`config.mk`:
```
export PLATFORM = sky130hd
export DESIGN_NAME = gptm_misc_regs
export DESIGN_NICKNAME = d
export VERILOG_FILES = /design/src/logic/gptm_pkg.sv /design/src/logic/gptm_misc_regs.sv /design/src/logic/gptm_reset_pulse.sv
export SDC_FILE = /design/constraint.sdc
export NUM_CORES = 1
export LEC_CHECK = 0
export BUFFER_PORTS_ARGS = -buffer_cell sky130_fd_sc_hd__buf_2
export CAP_MARGIN = 40
export CORE_UTILIZATION = 30
export DETAILED_ROUTE_END_ITERATION = 8
export GPL_TIMING_DRIVEN = 0
export PLACE_DENSITY = 0.56
export SLEW_MARGIN = 30
export SYNTH_ARGS = -nofsm -noshare
export SYNTH_HDL_FRONTEND = slang
export SYNTH_SLANG_ARGS = --single-unit
```
`constraint.sdc`:
```
create_clock -name clock -period 18.7 [get_ports clock]
set_clock_uncertainty 0.15 [all_clocks]
set_input_delay 1.87 -clock clock [delete_from_list [all_inputs] [get_ports clock]]
set_output_delay 1.87 -clock clock [all_outputs]
set_load 0.02 [all_outputs]
```
`src/logic/gptm_pkg.sv`:
```
package gptm_pkg;
  // Register offsets (byte addresses)
  localparam logic [8:0]  CFG_OFFSET        = 9'h08C;
  localparam logic [8:0]  COUNT_OFFSET      = 9'h090;
  localparam logic [8:0]  FREE_OFFSET       = 9'h09C;
  localparam logic [8:0]  SOFTWARE_RESET_CONTROL_OFFSET  = 9'h1F8;
  localparam logic [8:0]  BYTE_TEST_OFFSET  = 9'h064;
  localparam logic [8:0]  HW_CFG_OFFSET     = 9'h074;
  // Field positions
  localparam int          TIMER_EN_BIT      = 29;
  localparam int          READY_BIT         = 27;
  localparam int          DIGITAL_RST_BIT   = 0;
  localparam int          FIRST_PHY_BIT     = 1;
  localparam int          SECOND_PHY_BIT    = 2;
  localparam int          EMU_PHY_BIT       = 3;
  // Reset values and fixed patterns
  localparam logic [15:0] PRELOAD_RESET     = 16'hFFFF;
  localparam logic [15:0] COUNT_RESET       = 16'hFFFF;
  localparam logic [31:0] FREE_RESET        = 32'h0000_0000;
  localparam logic [31:0] BYTE_TEST_PATTERN = 32'h8765_4321;
  // Timing
  localparam int          CLOCK_MHZ         = 20;
  localparam int          PHY_HOLD_NS       = 102000;
  localparam int          PHY_HOLD_CYCLES   = (PHY_HOLD_NS * CLOCK_MHZ + 999) / 1000;
  localparam int          DIG_HOLD_CYCLES   = 16;
  localparam int          EMU_HOLD_CYCLES   = 4;
  localparam int          READY_DELAY       = 8;
  // Register bus access sources
  typedef enum logic [1:0] {
    SRC_HOST   = 2'b01,
    SRC_LOADER = 2'b10
  } gptm_src_t;
endpackage : gptm_pkg

```
`src/logic/gptm_misc_regs.sv`:
```
`timescale 1ns/1ps
module gptm_misc_regs
  import gptm_pkg::*;
#(
  parameter int FREE_DIV_NUM = 5,                // Free counter adds 5 per 4 clocks at 20 MHz: 25 MHz rate
  parameter int FREE_DIV_DEN = 4,
  parameter int PHY_HOLD     = gptm_pkg::PHY_HOLD_CYCLES  // Hold of each port PHY reset
) (
  input  wire logic        clock,        // 20 MHz system clock
  input  wire logic        resetn,       // Asynchronous reset, active low
  input  wire logic        regWrite,     // Register write strobe
  input  wire logic        regRead,      // Register read strobe
  input  wire logic [1:0]  regSource,    // Access source, gptm_pkg::gptm_src_t
  input  wire logic [8:0]  regAddr,      // Byte address
  input  wire logic [3:0]  regByteEn,    // Byte enables; halves may be read alone
  input  wire logic [31:0] regWdata,     // Write data
  output logic      [31:0] regRdata,     // Registered read data
  output logic             regRvalid,    // Read data valid pulse
  output logic             timerIrq,     // One-cycle timer event pulse
  output logic             readyIrq,     // One-cycle pulse when ready sets
  output logic             coreResetN,   // Core reset, active low
  output logic             emuPhyResetN, // Emulated PHY reset, active low
  output logic             phy1ResetN,   // First port PHY reset, active low
  output logic             phy2ResetN,   // Second port PHY reset, active low
  output logic             loaderReload, // Pulse: loader reloads configuration
  output logic             nvmAbort      // Pulse: abort configuration memory command
);
  // Package constants are used throughout the body
  import gptm_pkg::*;

  // Reset synchroniser and the soft reset derived from it
  logic        rstSync1_ff, rstSync2_ff;
  logic        rstN;
  logic        softRstN;

  // Countdown timer state
  logic        enable_ff, nxt_enable;
  logic [15:0] preload_ff, nxt_preload;
  logic [15:0] count_ff, nxt_count;
  logic        timerIrq_ff, nxt_timerIrq;

  // Free counter and its fractional phase
  logic [31:0] free_ff, nxt_free;
  logic [2:0]  frac_ff, nxt_frac;

  // Ready tracking after power-on or digital reset
  logic [3:0]  readyCnt_ff, nxt_readyCnt;
  logic        ready_ff, nxt_ready;
  logic        readyIrq_ff, nxt_readyIrq;

  // Registered read port
  logic [31:0] rdata_ff, nxt_rdata;
  logic        rvalid_ff, nxt_rvalid;

  // Write decode and self-clearing reset holders
  logic        hostWr, wrCfg, wrRst;
  logic        digBusy, emuBusy, p1Busy, p2Busy;
  logic        digBusyDly_ff;

  // Zeroes a 16-bit read half when both of its byte lanes are off
  function automatic logic [15:0] half_of(input logic [15:0] value, input logic [1:0] lanes);
    half_of = (lanes == 2'b00) ? 16'h0000 : value;
  endfunction : half_of

  // Reset release through two flops; assertion stays asynchronous
  // A synchronous release means no flop sees reset end close to its clock edge
  always_ff @(posedge clock or negedge resetn) begin
    if (!resetn) begin
      rstSync1_ff <= 1'b0;
      rstSync2_ff <= 1'b0;
    end else begin
      rstSync1_ff <= 1'b1;
      rstSync2_ff <= rstSync1_ff;
    end
  end
  // Everything but the input flops uses this synchronised copy
  assign rstN = rstSync2_ff;

  // Only host writes reach the reset bits; loader writes there are dropped
  // Configuration writes stay open to the loader; only the reset bits are closed to it
  assign hostWr = regWrite && (regSource == SRC_HOST);
  assign wrCfg  = regWrite && (regAddr == CFG_OFFSET);
  assign wrRst  = hostWr && (regAddr == SOFTWARE_RESET_CONTROL_OFFSET) && regByteEn[0];

  // Each reset bit starts a self-clearing hold; a write while busy is ignored inside.
  // The digital hold is short because only this block's registers sit behind it,
  // while the port PHY holds are long enough for each PHY's minimum reset time.
  // Digital reset: core registers only, the PHY holders stay out of it
  gptm_reset_pulse #(.HOLD(DIG_HOLD_CYCLES)) uDig (
    .clock (clock),
    .rstN  (rstN),
    .start (wrRst && regWdata[DIGITAL_RST_BIT]),
    .busy  (digBusy)
  );
  // Emulated PHY: short hold, it has no analogue part to settle
  gptm_reset_pulse #(.HOLD(EMU_HOLD_CYCLES)) uEmu (
    .clock (clock),
    .rstN  (rstN),
    .start (wrRst && regWdata[EMU_PHY_BIT]),
    .busy  (emuBusy)
  );
  // First port PHY: long minimum hold
  gptm_reset_pulse #(.HOLD(PHY_HOLD)) uPhy1 (
    .clock (clock),
    .rstN  (rstN),
    .start (wrRst && regWdata[FIRST_PHY_BIT]),
    .busy  (p1Busy)
  );
  // Second port PHY: same minimum hold as the first
  gptm_reset_pulse #(.HOLD(PHY_HOLD)) uPhy2 (
    .clock (clock),
    .rstN  (rstN),
    .start (wrRst && regWdata[SECOND_PHY_BIT]),
    .busy  (p2Busy)
  );

  // Soft reset covers the timer, free counter and ready registers, not the read port or the reset holders
  // Both terms come straight from flops, so the derived clear carries no decode glitches.
  // Each PHY line is low exactly while its bit reads one, so the bit and the line agree.
  assign softRstN     = rstN && !digBusy;
  assign coreResetN   = softRstN;
  assign emuPhyResetN = !emuBusy;
  assign phy1ResetN   = !p1Busy;
  assign phy2ResetN   = !p2Busy;

  // Digital reset start aborts NVM work; its release triggers a reload (never a PHY reset)
  // Both pulses last one cycle, taken from the edges of the busy flag
  always_ff @(posedge clock or negedge rstN) begin
    if (!rstN) begin
      digBusyDly_ff <= 1'b0;
    end else begin
      digBusyDly_ff <= digBusy;
    end
  end
  assign nvmAbort     = digBusy && !digBusyDly_ff;
  assign loaderReload = !digBusy && digBusyDly_ff;

  // Countdown timer and its configuration.
  // Lane writes come first, then an enable fall forces the preload, so a preload
  // written together with clearing the enable is lost on purpose.
  always_comb begin
    nxt_enable   = enable_ff;
    nxt_preload  = preload_ff;
    nxt_count    = count_ff;
    nxt_timerIrq = 1'b0;
    if (wrCfg && regByteEn[3]) begin
      nxt_enable = regWdata[TIMER_EN_BIT];
    end
    if (wrCfg && regByteEn[0]) begin
      nxt_preload[7:0] = regWdata[7:0];
    end
    if (wrCfg && regByteEn[1]) begin
      nxt_preload[15:8] = regWdata[15:8];
    end
    if (enable_ff && !nxt_enable) begin
      nxt_preload = PRELOAD_RESET;
    end
    // Enable rise loads the count from the preload being written, if any
    if (!enable_ff && nxt_enable) begin
      nxt_count = nxt_preload;
    end else if (enable_ff) begin
      // The reload takes one cycle, so the period is the preload plus one
      if (count_ff == 16'h0000) begin
        nxt_count    = preload_ff;
        nxt_timerIrq = 1'b1;
      end else begin
        nxt_count = count_ff - 16'h0001;
      end
    end
  end

  // Timer state clears on power-on and on digital reset alike
  always_ff @(posedge clock or negedge softRstN) begin
    if (!softRstN) begin
      enable_ff   <= 1'b0;
      preload_ff  <= PRELOAD_RESET;
      count_ff    <= COUNT_RESET;
      timerIrq_ff <= 1'b0;
    end else begin
      enable_ff   <= nxt_enable;
      preload_ff  <= nxt_preload;
      count_ff    <= nxt_count;
      timerIrq_ff <= nxt_timerIrq;
    end
  end
  // The timer event leaves from a flop as a clean one-cycle pulse
  assign timerIrq = timerIrq_ff;

  // Free counter: adds one or two per clock so its mean rate is 25 MHz.
  // The phase steps 0,1,2,3: three steps of one, then one of two, five per four clocks.
  // The phase sum reaches eight, so it is kept one bit wider than the phase itself.
  always_comb begin
    logic [3:0] acc;
    acc      = {1'b0, frac_ff} + 4'(FREE_DIV_NUM);
    nxt_free = free_ff;
    nxt_frac = 3'(acc);
    if (acc >= 4'(2 * FREE_DIV_DEN)) begin
      nxt_frac = 3'(acc - 4'(2 * FREE_DIV_DEN));
      nxt_free = free_ff + 32'h2;
    end else if (acc >= 4'(FREE_DIV_DEN)) begin
      nxt_frac = 3'(acc - 4'(FREE_DIV_DEN));
      nxt_free = free_ff + 32'h1;
    end
  end

  // Clears asynchronously on reset, well inside 160 ns
  // The phase clears with the count so every run starts on the same step pattern
  always_ff @(posedge clock or negedge softRstN) begin
    if (!softRstN) begin
      free_ff <= FREE_RESET;
      frac_ff <= 3'h0;
    end else begin
      free_ff <= nxt_free;
      frac_ff <= nxt_frac;
    end
  end

  // Ready rises a few cycles after a power-on or digital reset settles; PHY resets leave it alone.
  // The byte test pattern and the ready bit both follow this flag, so a host that
  // polls either one sees the end of a digital reset in the same cycle.
  always_comb begin
    nxt_readyCnt = readyCnt_ff;
    nxt_ready    = ready_ff;
    nxt_readyIrq = 1'b0;
    // The wait counter stops once ready is set, so it never wraps
    if (!ready_ff) begin
      nxt_readyCnt = readyCnt_ff + 4'h1;
      if (readyCnt_ff == 4'(READY_DELAY - 1)) begin
        nxt_ready    = 1'b1;
        nxt_readyIrq = 1'b1;
      end
    end
  end

  // Register the ready tracking; a digital reset restarts the wait
  always_ff @(posedge clock or negedge softRstN) begin
    if (!softRstN) begin
      readyCnt_ff <= 4'h0;
      ready_ff    <= 1'b0;
      readyIrq_ff <= 1'b0;
    end else begin
      readyCnt_ff <= nxt_readyCnt;
      ready_ff    <= nxt_ready;
      readyIrq_ff <= nxt_readyIrq;
    end
  end
  // The ready event leaves from a flop as a clean one-cycle pulse
  assign readyIrq = readyIrq_ff;

  // Read mux; unselected halves read zero so a half can be read alone.
  // The hardware configuration word shows only the ready bit; its other fields live elsewhere.
  always_comb begin
    logic [31:0] word;
    word = 32'h0000_0000;
    // Unmapped addresses fall to the default and read zero
    unique case (regAddr)
      CFG_OFFSET:       word = {2'b00, enable_ff, 13'h0000, preload_ff};
      COUNT_OFFSET:     word = {16'h0000, count_ff};
      FREE_OFFSET:      word = free_ff;
      SOFTWARE_RESET_CONTROL_OFFSET: word = {28'h0000000, emuBusy, p2Busy, p1Busy, digBusy};
      BYTE_TEST_OFFSET: word = ready_ff ? BYTE_TEST_PATTERN : 32'h0000_0000;
      HW_CFG_OFFSET:    word = {4'h0, ready_ff, 27'h0000000};
      default:          word = 32'h0000_0000;
    endcase
    nxt_rdata  = {half_of(word[31:16], regByteEn[3:2]),
                  half_of(word[15:0], regByteEn[1:0])};
    // Valid follows the strobe one cycle later, whatever the address
    nxt_rvalid = regRead;
  end

  // Read port survives digital reset so polling during it is harmless
  // Data is captured every cycle; it means something only while valid stands
  always_ff @(posedge clock or negedge rstN) begin
    if (!rstN) begin
      rdata_ff  <= 32'h0000_0000;
      rvalid_ff <= 1'b0;
    end else begin
      rdata_ff  <= nxt_rdata;
      rvalid_ff <= nxt_rvalid;
    end
  end
  // The read port leaves straight from its flops
  assign regRdata  = rdata_ff;
  assign regRvalid = rvalid_ff;
endmodule : gptm_misc_regs

```
`src/logic/gptm_reset_pulse.sv`:
```
`timescale 1ns/1ps
// Self-clearing reset request: holds a reset line for a minimum time, then clears
module gptm_reset_pulse #(
  parameter int HOLD = 4          // Cycles of hold
) (
  input  wire logic clock,        // System clock
  input  wire logic rstN,         // Synchronised reset, active low
  input  wire logic start,        // One-cycle request
  output logic      busy          // Reset line and self-clearing bit
);
  logic [31:0] cnt_ff, nxt_cnt;
  logic        busy_ff, nxt_busy;

  // A start while busy is ignored, so the hold cannot be restarted
  always_comb begin
    nxt_busy = busy_ff;
    nxt_cnt  = cnt_ff;
    if (busy_ff) begin
      if (cnt_ff == 32'(HOLD - 1)) begin
        nxt_busy = 1'b0;
      end
      nxt_cnt = cnt_ff + 32'h1;
    end else if (start) begin
      nxt_busy = 1'b1;
      nxt_cnt  = 32'h0;
    end
  end

  always_ff @(posedge clock or negedge rstN) begin
    if (!rstN) begin
      busy_ff <= 1'b0;
      cnt_ff  <= 32'h0;
    end else begin
      busy_ff <= nxt_busy;
      cnt_ff  <= nxt_cnt;
    end
  end

  assign busy = busy_ff;
endmodule : gptm_reset_pulse

```
# After elaboration in Yosys (flattened, before gate mapping)
# Cells that the tools add are included.
[totals]
ff_bits = 243
in_bits = 51
output_inout_bits = 41
elab_cells = 120
[classes]
addsub = 11
magnitude_cmp = 2
n_eq_ne = 12
mux = 41
reduce_logical = 32
[ops]
columns = ["op", "n"]
rows = [
  ["two-way mux 32 bit", 11],
  ["one-hot mux 32 bit (6 select lines)", 1],
  ["adder 32 x 1 -> 32 bit, second input constant", 5],
  ["two-way mux 16 bit", 6],
  ["equality test 32 x 11 -> 1 bit, second input constant", 2],
  ["adder 32 x 2 -> 32 bit, second input constant", 1],
  ["equality test 32 x 2 -> 1 bit, second input constant", 1],
  ["equality test 32 x 4 -> 1 bit, second input constant", 1],
  ["equality test 9 x 8 -> 1 bit, second input constant", 3],
  ["two-way mux 1 bit", 19],
  ["equality test 9 x 7 -> 1 bit, second input constant", 2],
  ["logical AND 1 bit", 16],
  ["zero test 16 bit", 1],
  ["two-way mux 8 bit", 2],
  ["subtractor 16 x 1 -> 16 bit, second input constant", 1],
  ["nonzero test 2 bit", 6],
  ["equality test 9 bit, second input constant", 1],
  ["zero test 1 bit", 7],
  ["two-way mux 3 bit", 2],
  ["adder 3 x 3 -> 4 bit, second input constant", 1],
  ["adder 4 x 1 -> 4 bit, second input constant", 1],
  ["equality test 4 x 3 -> 1 bit, second input constant", 1],
  [">= comparator 4 x 3 -> 1 bit, second input constant", 1],
  [">= comparator 4 bit, second input constant", 1],
  ["other kinds (4)", 5],
]

# Depth between registers and ports, before layout
[logic_depth]
word_depth = 8
mapped_depth = 8
ltp_nobuf = 7

# By module
# A second synthesis with hierarchy kept.
[hier_totals]
cells_unflattened = 1284
hier_area_um2 = 12769.7
[modules_own_cells]
columns = ["mod", "instances", "cells_each", "area_each_um2", "seq_area_each_um2"]
rows = [
  ["gptm_misc_regs", 1, 552, 5576.6, 2817.7],
  ["gptm_reset_pulse at uPhy1 ...", 2, 185, 1828.0, 825.8],
  ["gptm_reset_pulse at uDig", 1, 188, 1776.7, 825.8],
  ["gptm_reset_pulse at uEmu", 1, 174, 1760.4, 825.8],
]

# Worst setup path after synthesis
# No wires, ideal clock.
[synth_timing]
path_kind = "reg2out"
from = "reg rstSync2_ff, in the netlist rstN"
to = "out coreResetN"
arrival_ns = 7.753
required_time_ns = 16.680
path_slack_ns = 8.927
path_stages_with_launch = 2
n_path_buf = 0
cell_sequence = "dfrtp_1 > nor2b_1"
[synth_via]
elab_chain_cells = 1
[synth_rtl]
columns = ["element", "line", "source"]
rows = [
  ["from (decl)", "gptm_misc_regs.sv:32", "logic rstSync1_ff, rstSync2_ff;"],
  ["from (signal assigned)", "gptm_misc_regs.sv:73", "rstSync2_ff <= rstSync1_ff;"],
  ["logical AND 1 bit", "gptm_misc_regs.sv:120", "assign softRstN = rstN && !digBusy;"],
  ["to (decl)", "gptm_misc_regs.sv:21", "output logic coreResetN,"],
]
# Every way passes these cells.

# Final worst setup path
# Same ends and word-level chain as after synthesis.

==> impl_metrics.tcl <==
set metrics [dict create \
    gr-max-usage-layer "met2" \
    synthArstFlopShare_pct 100.0 \
    synth_edf_count 0 \
    cts_resized 0 \
    cts_tree "yes" \
    vias_per_cell 5.348 \
    yosysTopAreaCellShare_pct 43.68 \
    rows 73 \
    die_w_um 202.7 \
    route.detailed.drc 0 \
    dp_hpwl_mm 23.49 \
    path_clk_slew_ns 0.06 \
    ir_drop_mv 0.08377 \
    post-synth-top-area-cell "dfrtp_1" \
    ant_nets 0 \
    outcome "finished, final reports clean" \
    hold_path_class "flop to asynchronous set/reset pin" \
    grt_pass1_wl_mm 54.65 \
    fmax_mhz 192.1 \
    wl_mm 32.84 \
    crit_path_top_delay_cell "dfrtp_4" \
    p_leak_uw 0.006010 \
    start_kind "flop" \
    finalInstanceArea_um2 14320 \
    vias 10410 \
    ys.flop_type "dfrtp_1" \
    cp.depth 8 \
    grtUsageMet3_pct 2.295 \
    cts_root_buf "clkbuf_16" \
    grt_util_all_layers_pct 16.33 \
    dpl-instance-area_um2 13330 \
    yosysSeqAreaShare_pct 50.64 \
    crit_fanout 46 \
    cts_buffers 29 \
    setup_violations 0 \
    hold_viol_final 0 \
    grt_max_degree 47 \
    power.total_uw 1262 \
    dieArea_um2 41100 \
    r2r_cells 7 \
    power.density_nw_per_um2 88.14 \
    fin_crit_sh_pct 27.83 \
    finalSetupTns_ns 0 \
    met2_usage_pct 25.12 \
    synth_area_um2 12090 \
    coreArea_um2 39730 \
    clock_latency_ns 0.57 \
    layout_min_cycle_time_ns 5.204 \
    routedWlPerCell_um 16.87 \
    post-place-cells 1890 \
    clkSinkCount 243 \
    cts_post_setup_buffers_inserted 0 \
    port_buffers 75 \
    worstPathRequired_ns 16.68 \
    h-tree-depth 1 \
    ctsLongestPathBuffers 3 \
    fin_cells 1946 \
    cp_num_buf_inv 7 \
    endpoint_kind "output pin" \
    nNetsFinal 1458 \
    regToRegSetupSlack_ns 16.13 \
    finalWeightedCongestion 0.8683 \
    cts_hold_buf 0 \
    slowest_delay_ns 0.53 \
    antenna_found_initial 1 \
    slew_violations 0 \
    grt_pass1_vias 10110 \
    worst_pin_slew_ns 0.8112 \
    grt.overflow.total 0 \
    syn-instance-count 1281 \
    syn2layout_area_growth_pct 18.49 \
    ys_top_cells_by_area "dfrtp_1 (44%), dfstp_2 (7.0%), nand3_1 (6.2%), nand2_1 (4.5%), o21ai_0 (4.3%)" \
    worstReg2RegEnd "free_ff[22]$_DFFE_PN0P_" \
    cp-startpoint "rstN$_DFF_PN0_" \
    drive_gt1_share_pct 13.59 \
    worstSetupPathType "flop to output pin" \
    cpMostUsedCell "buf_16" \
    synth_area_per_cell_um2 9.436 \
    synth_seq_cells 243 \
    slew-limit-headroom_pct 45.42 \
    critPathArrivalTime_ns 3.18 \
    path_delay_family "buffers and inverters" \
    num_io_pins 92 \
    die_h_um 202.7 \
    r2r-start "frac_ff[0]$_DFF_PN0_" \
    drt_iter0_drc 696 \
    drtPass1Iterations 5 \
    rsz0062_at_grt "false" \
    endpoint "coreResetN" \
    use_met1_pct 22.73 \
    start_util_pct 30.42 \
    crit_chain "buf_16 -> buf_16 -> buf_12 -> buf_12 -> nor2b_4 -> buf_8 -> buf_16 -> buf_2" \
    synth_cell_types 71 \
    cap_violations 0 \
    ys_warn_count 0 \
    syn-num-nets 1342 \
]
cell families (layout without fill, tap and decap cells):
| logic type | after synthesis | in the layout | synth area share (%) |
|---|---|---|---|
| AO/OA/AOI/OAI | 291 | 291 | 14.88 |
| XOR/XNOR | 53 | 53 | 3.840 |
| adder cells (fa/ha/maj) | 10 | 10 | 1.035 |
| buffers and inverters | 74 | 213 | 2.474 |
| flip-flops | 243 | 243 | 50.64 |
| multiplexers | 23 | 23 | 1.925 |
| other | 1 | 2 | 0.03102 |
| AND/OR/NAND/NOR | 586 | 586 | 25.17 |
synthesized netlist by cell type (all sizes together), types with 5 or more instances:
cell      n
a221oi   11
o22ai    16
nand3   149
and3     30
nand4    60
and4      9
dfrtp   211
nor4     38
a21oi    64
nand2   148
nand3b    6
a22oi     8
nand4b    5
inv      26
a222oi    7
and2     12
nor2b     7
xnor2    40
nor2     75
a31oi     7
o31ai    25
ha       10
o211ai   27
dfstp    32
o21ai   106
clkbuf   37
nor4b     6
xor2     13
nor3     22
buf      10
mux2i    21
power breakdown:
part           switching, uW  internal [uW]
Combinational           60.9           41.0
Clock                    223            350
Sequential              32.1            555
Total                    316            946
cell type report:
| type | count | area [um2] |
|---|---|---|
| inverters | 27 | 101.3 |
| clock inverters | 4 | 48.80 |
| multi-input cells | 964 | 5675 |
| diodes | 1 | 2.502 |
| plain buffers | 47 | 197.7 |
| well taps | 525 | 656.9 |
| clock buffers | 50 | 934.6 |
| flip-flops and latches | 243 | 6125 |
| repair buffers | 85 | 580.6 |
| fillers | 4037 | 25410 |
placed cells by master (no fill, tap or decap), types with 9 or more instances in the layout:
| master | instances |
|---|---|
| a21oi_1 | 64 |
| a221oi_1 | 9 |
| and2_1 | 11 |
| and3_1 | 30 |
| and4_1 | 9 |
| buf_2 | 83 |
| clkbuf_1 | 44 |
| clkbuf_16 | 29 |
| clkbuf_8 | 13 |
| dfrtp_1 | 210 |
| dfstp_2 | 32 |
| ha_1 | 10 |
| inv_1 | 26 |
| mux2i_1 | 21 |
| nand2_1 | 146 |
| nand3_1 | 149 |
| nand4_1 | 60 |
| nor2_1 | 75 |
| nor3_1 | 22 |
| nor4_1 | 34 |
| o211ai_1 | 27 |
| o21ai_0 | 104 |
| o22ai_1 | 16 |
| o31ai_1 | 25 |
| xnor2_1 | 40 |
| xor2_1 | 13 |
layer usage:
layer | vias to the layer above | part of all wire [%] | wire (um)
met4 | 0 | 4.0 | 1304
li1 | 5016 | - | -
met2 | 271 | 45 | 14760
met3 | 80 | 4.8 | 1560
met5 | - | 0 | 0
met1 | 5040 | 46 | 15220
registers in the layout (all words and copies together), names as in the netlist, 3 cells and up:
| register | count |
|---|---|
| free_ff | 32 |
| regRdata | 32 |
| uDig.cnt_ff | 32 |
| uEmu.cnt_ff | 32 |
| uPhy1.cnt_ff | 32 |
| uPhy2.cnt_ff | 32 |
| count_ff | 16 |
| preload_ff | 16 |
| readyCnt_ff | 4 |
| frac_ff | 3 |
worst min-delay path by stage:
stage                     startpoint                endpoint  depth (start not counted)
6_report              rstN$_DFF_PN0_  regRdata[20]$_DFF_PN0_                          0
5_1_grt               rstN$_DFF_PN0_  regRdata[23]$_DFF_PN0_                          0
4_1_cts               rstN$_DFF_PN0_  regRdata[20]$_DFF_PN0_                          0
3_5_place_dp          rstN$_DFF_PN0_  regRdata[20]$_DFF_PN0_                          0
3_3_place_gp   rstSync1_ff$_DFF_PN0_          rstN$_DFF_PN0_                          0
2_1_floorplan  rstSync1_ff$_DFF_PN0_          rstN$_DFF_PN0_                          0
through the flow:
step | setup WS (ns) | hold WS, ns | util, %
global placement | 5.043 | 0.1864 | 33.02
global route | 13.16 | 0.03543 | 36.05
finish | 13.50 | 0.01831 | 36.05
floorplan | 8.927 | 0.1812 | -
detailed placement | 13.95 | 0.02328 | 33.55
CTS | 13.34 | 0.02920 | 36.02
No activity file was read; power rests on OpenSTA's default activity.
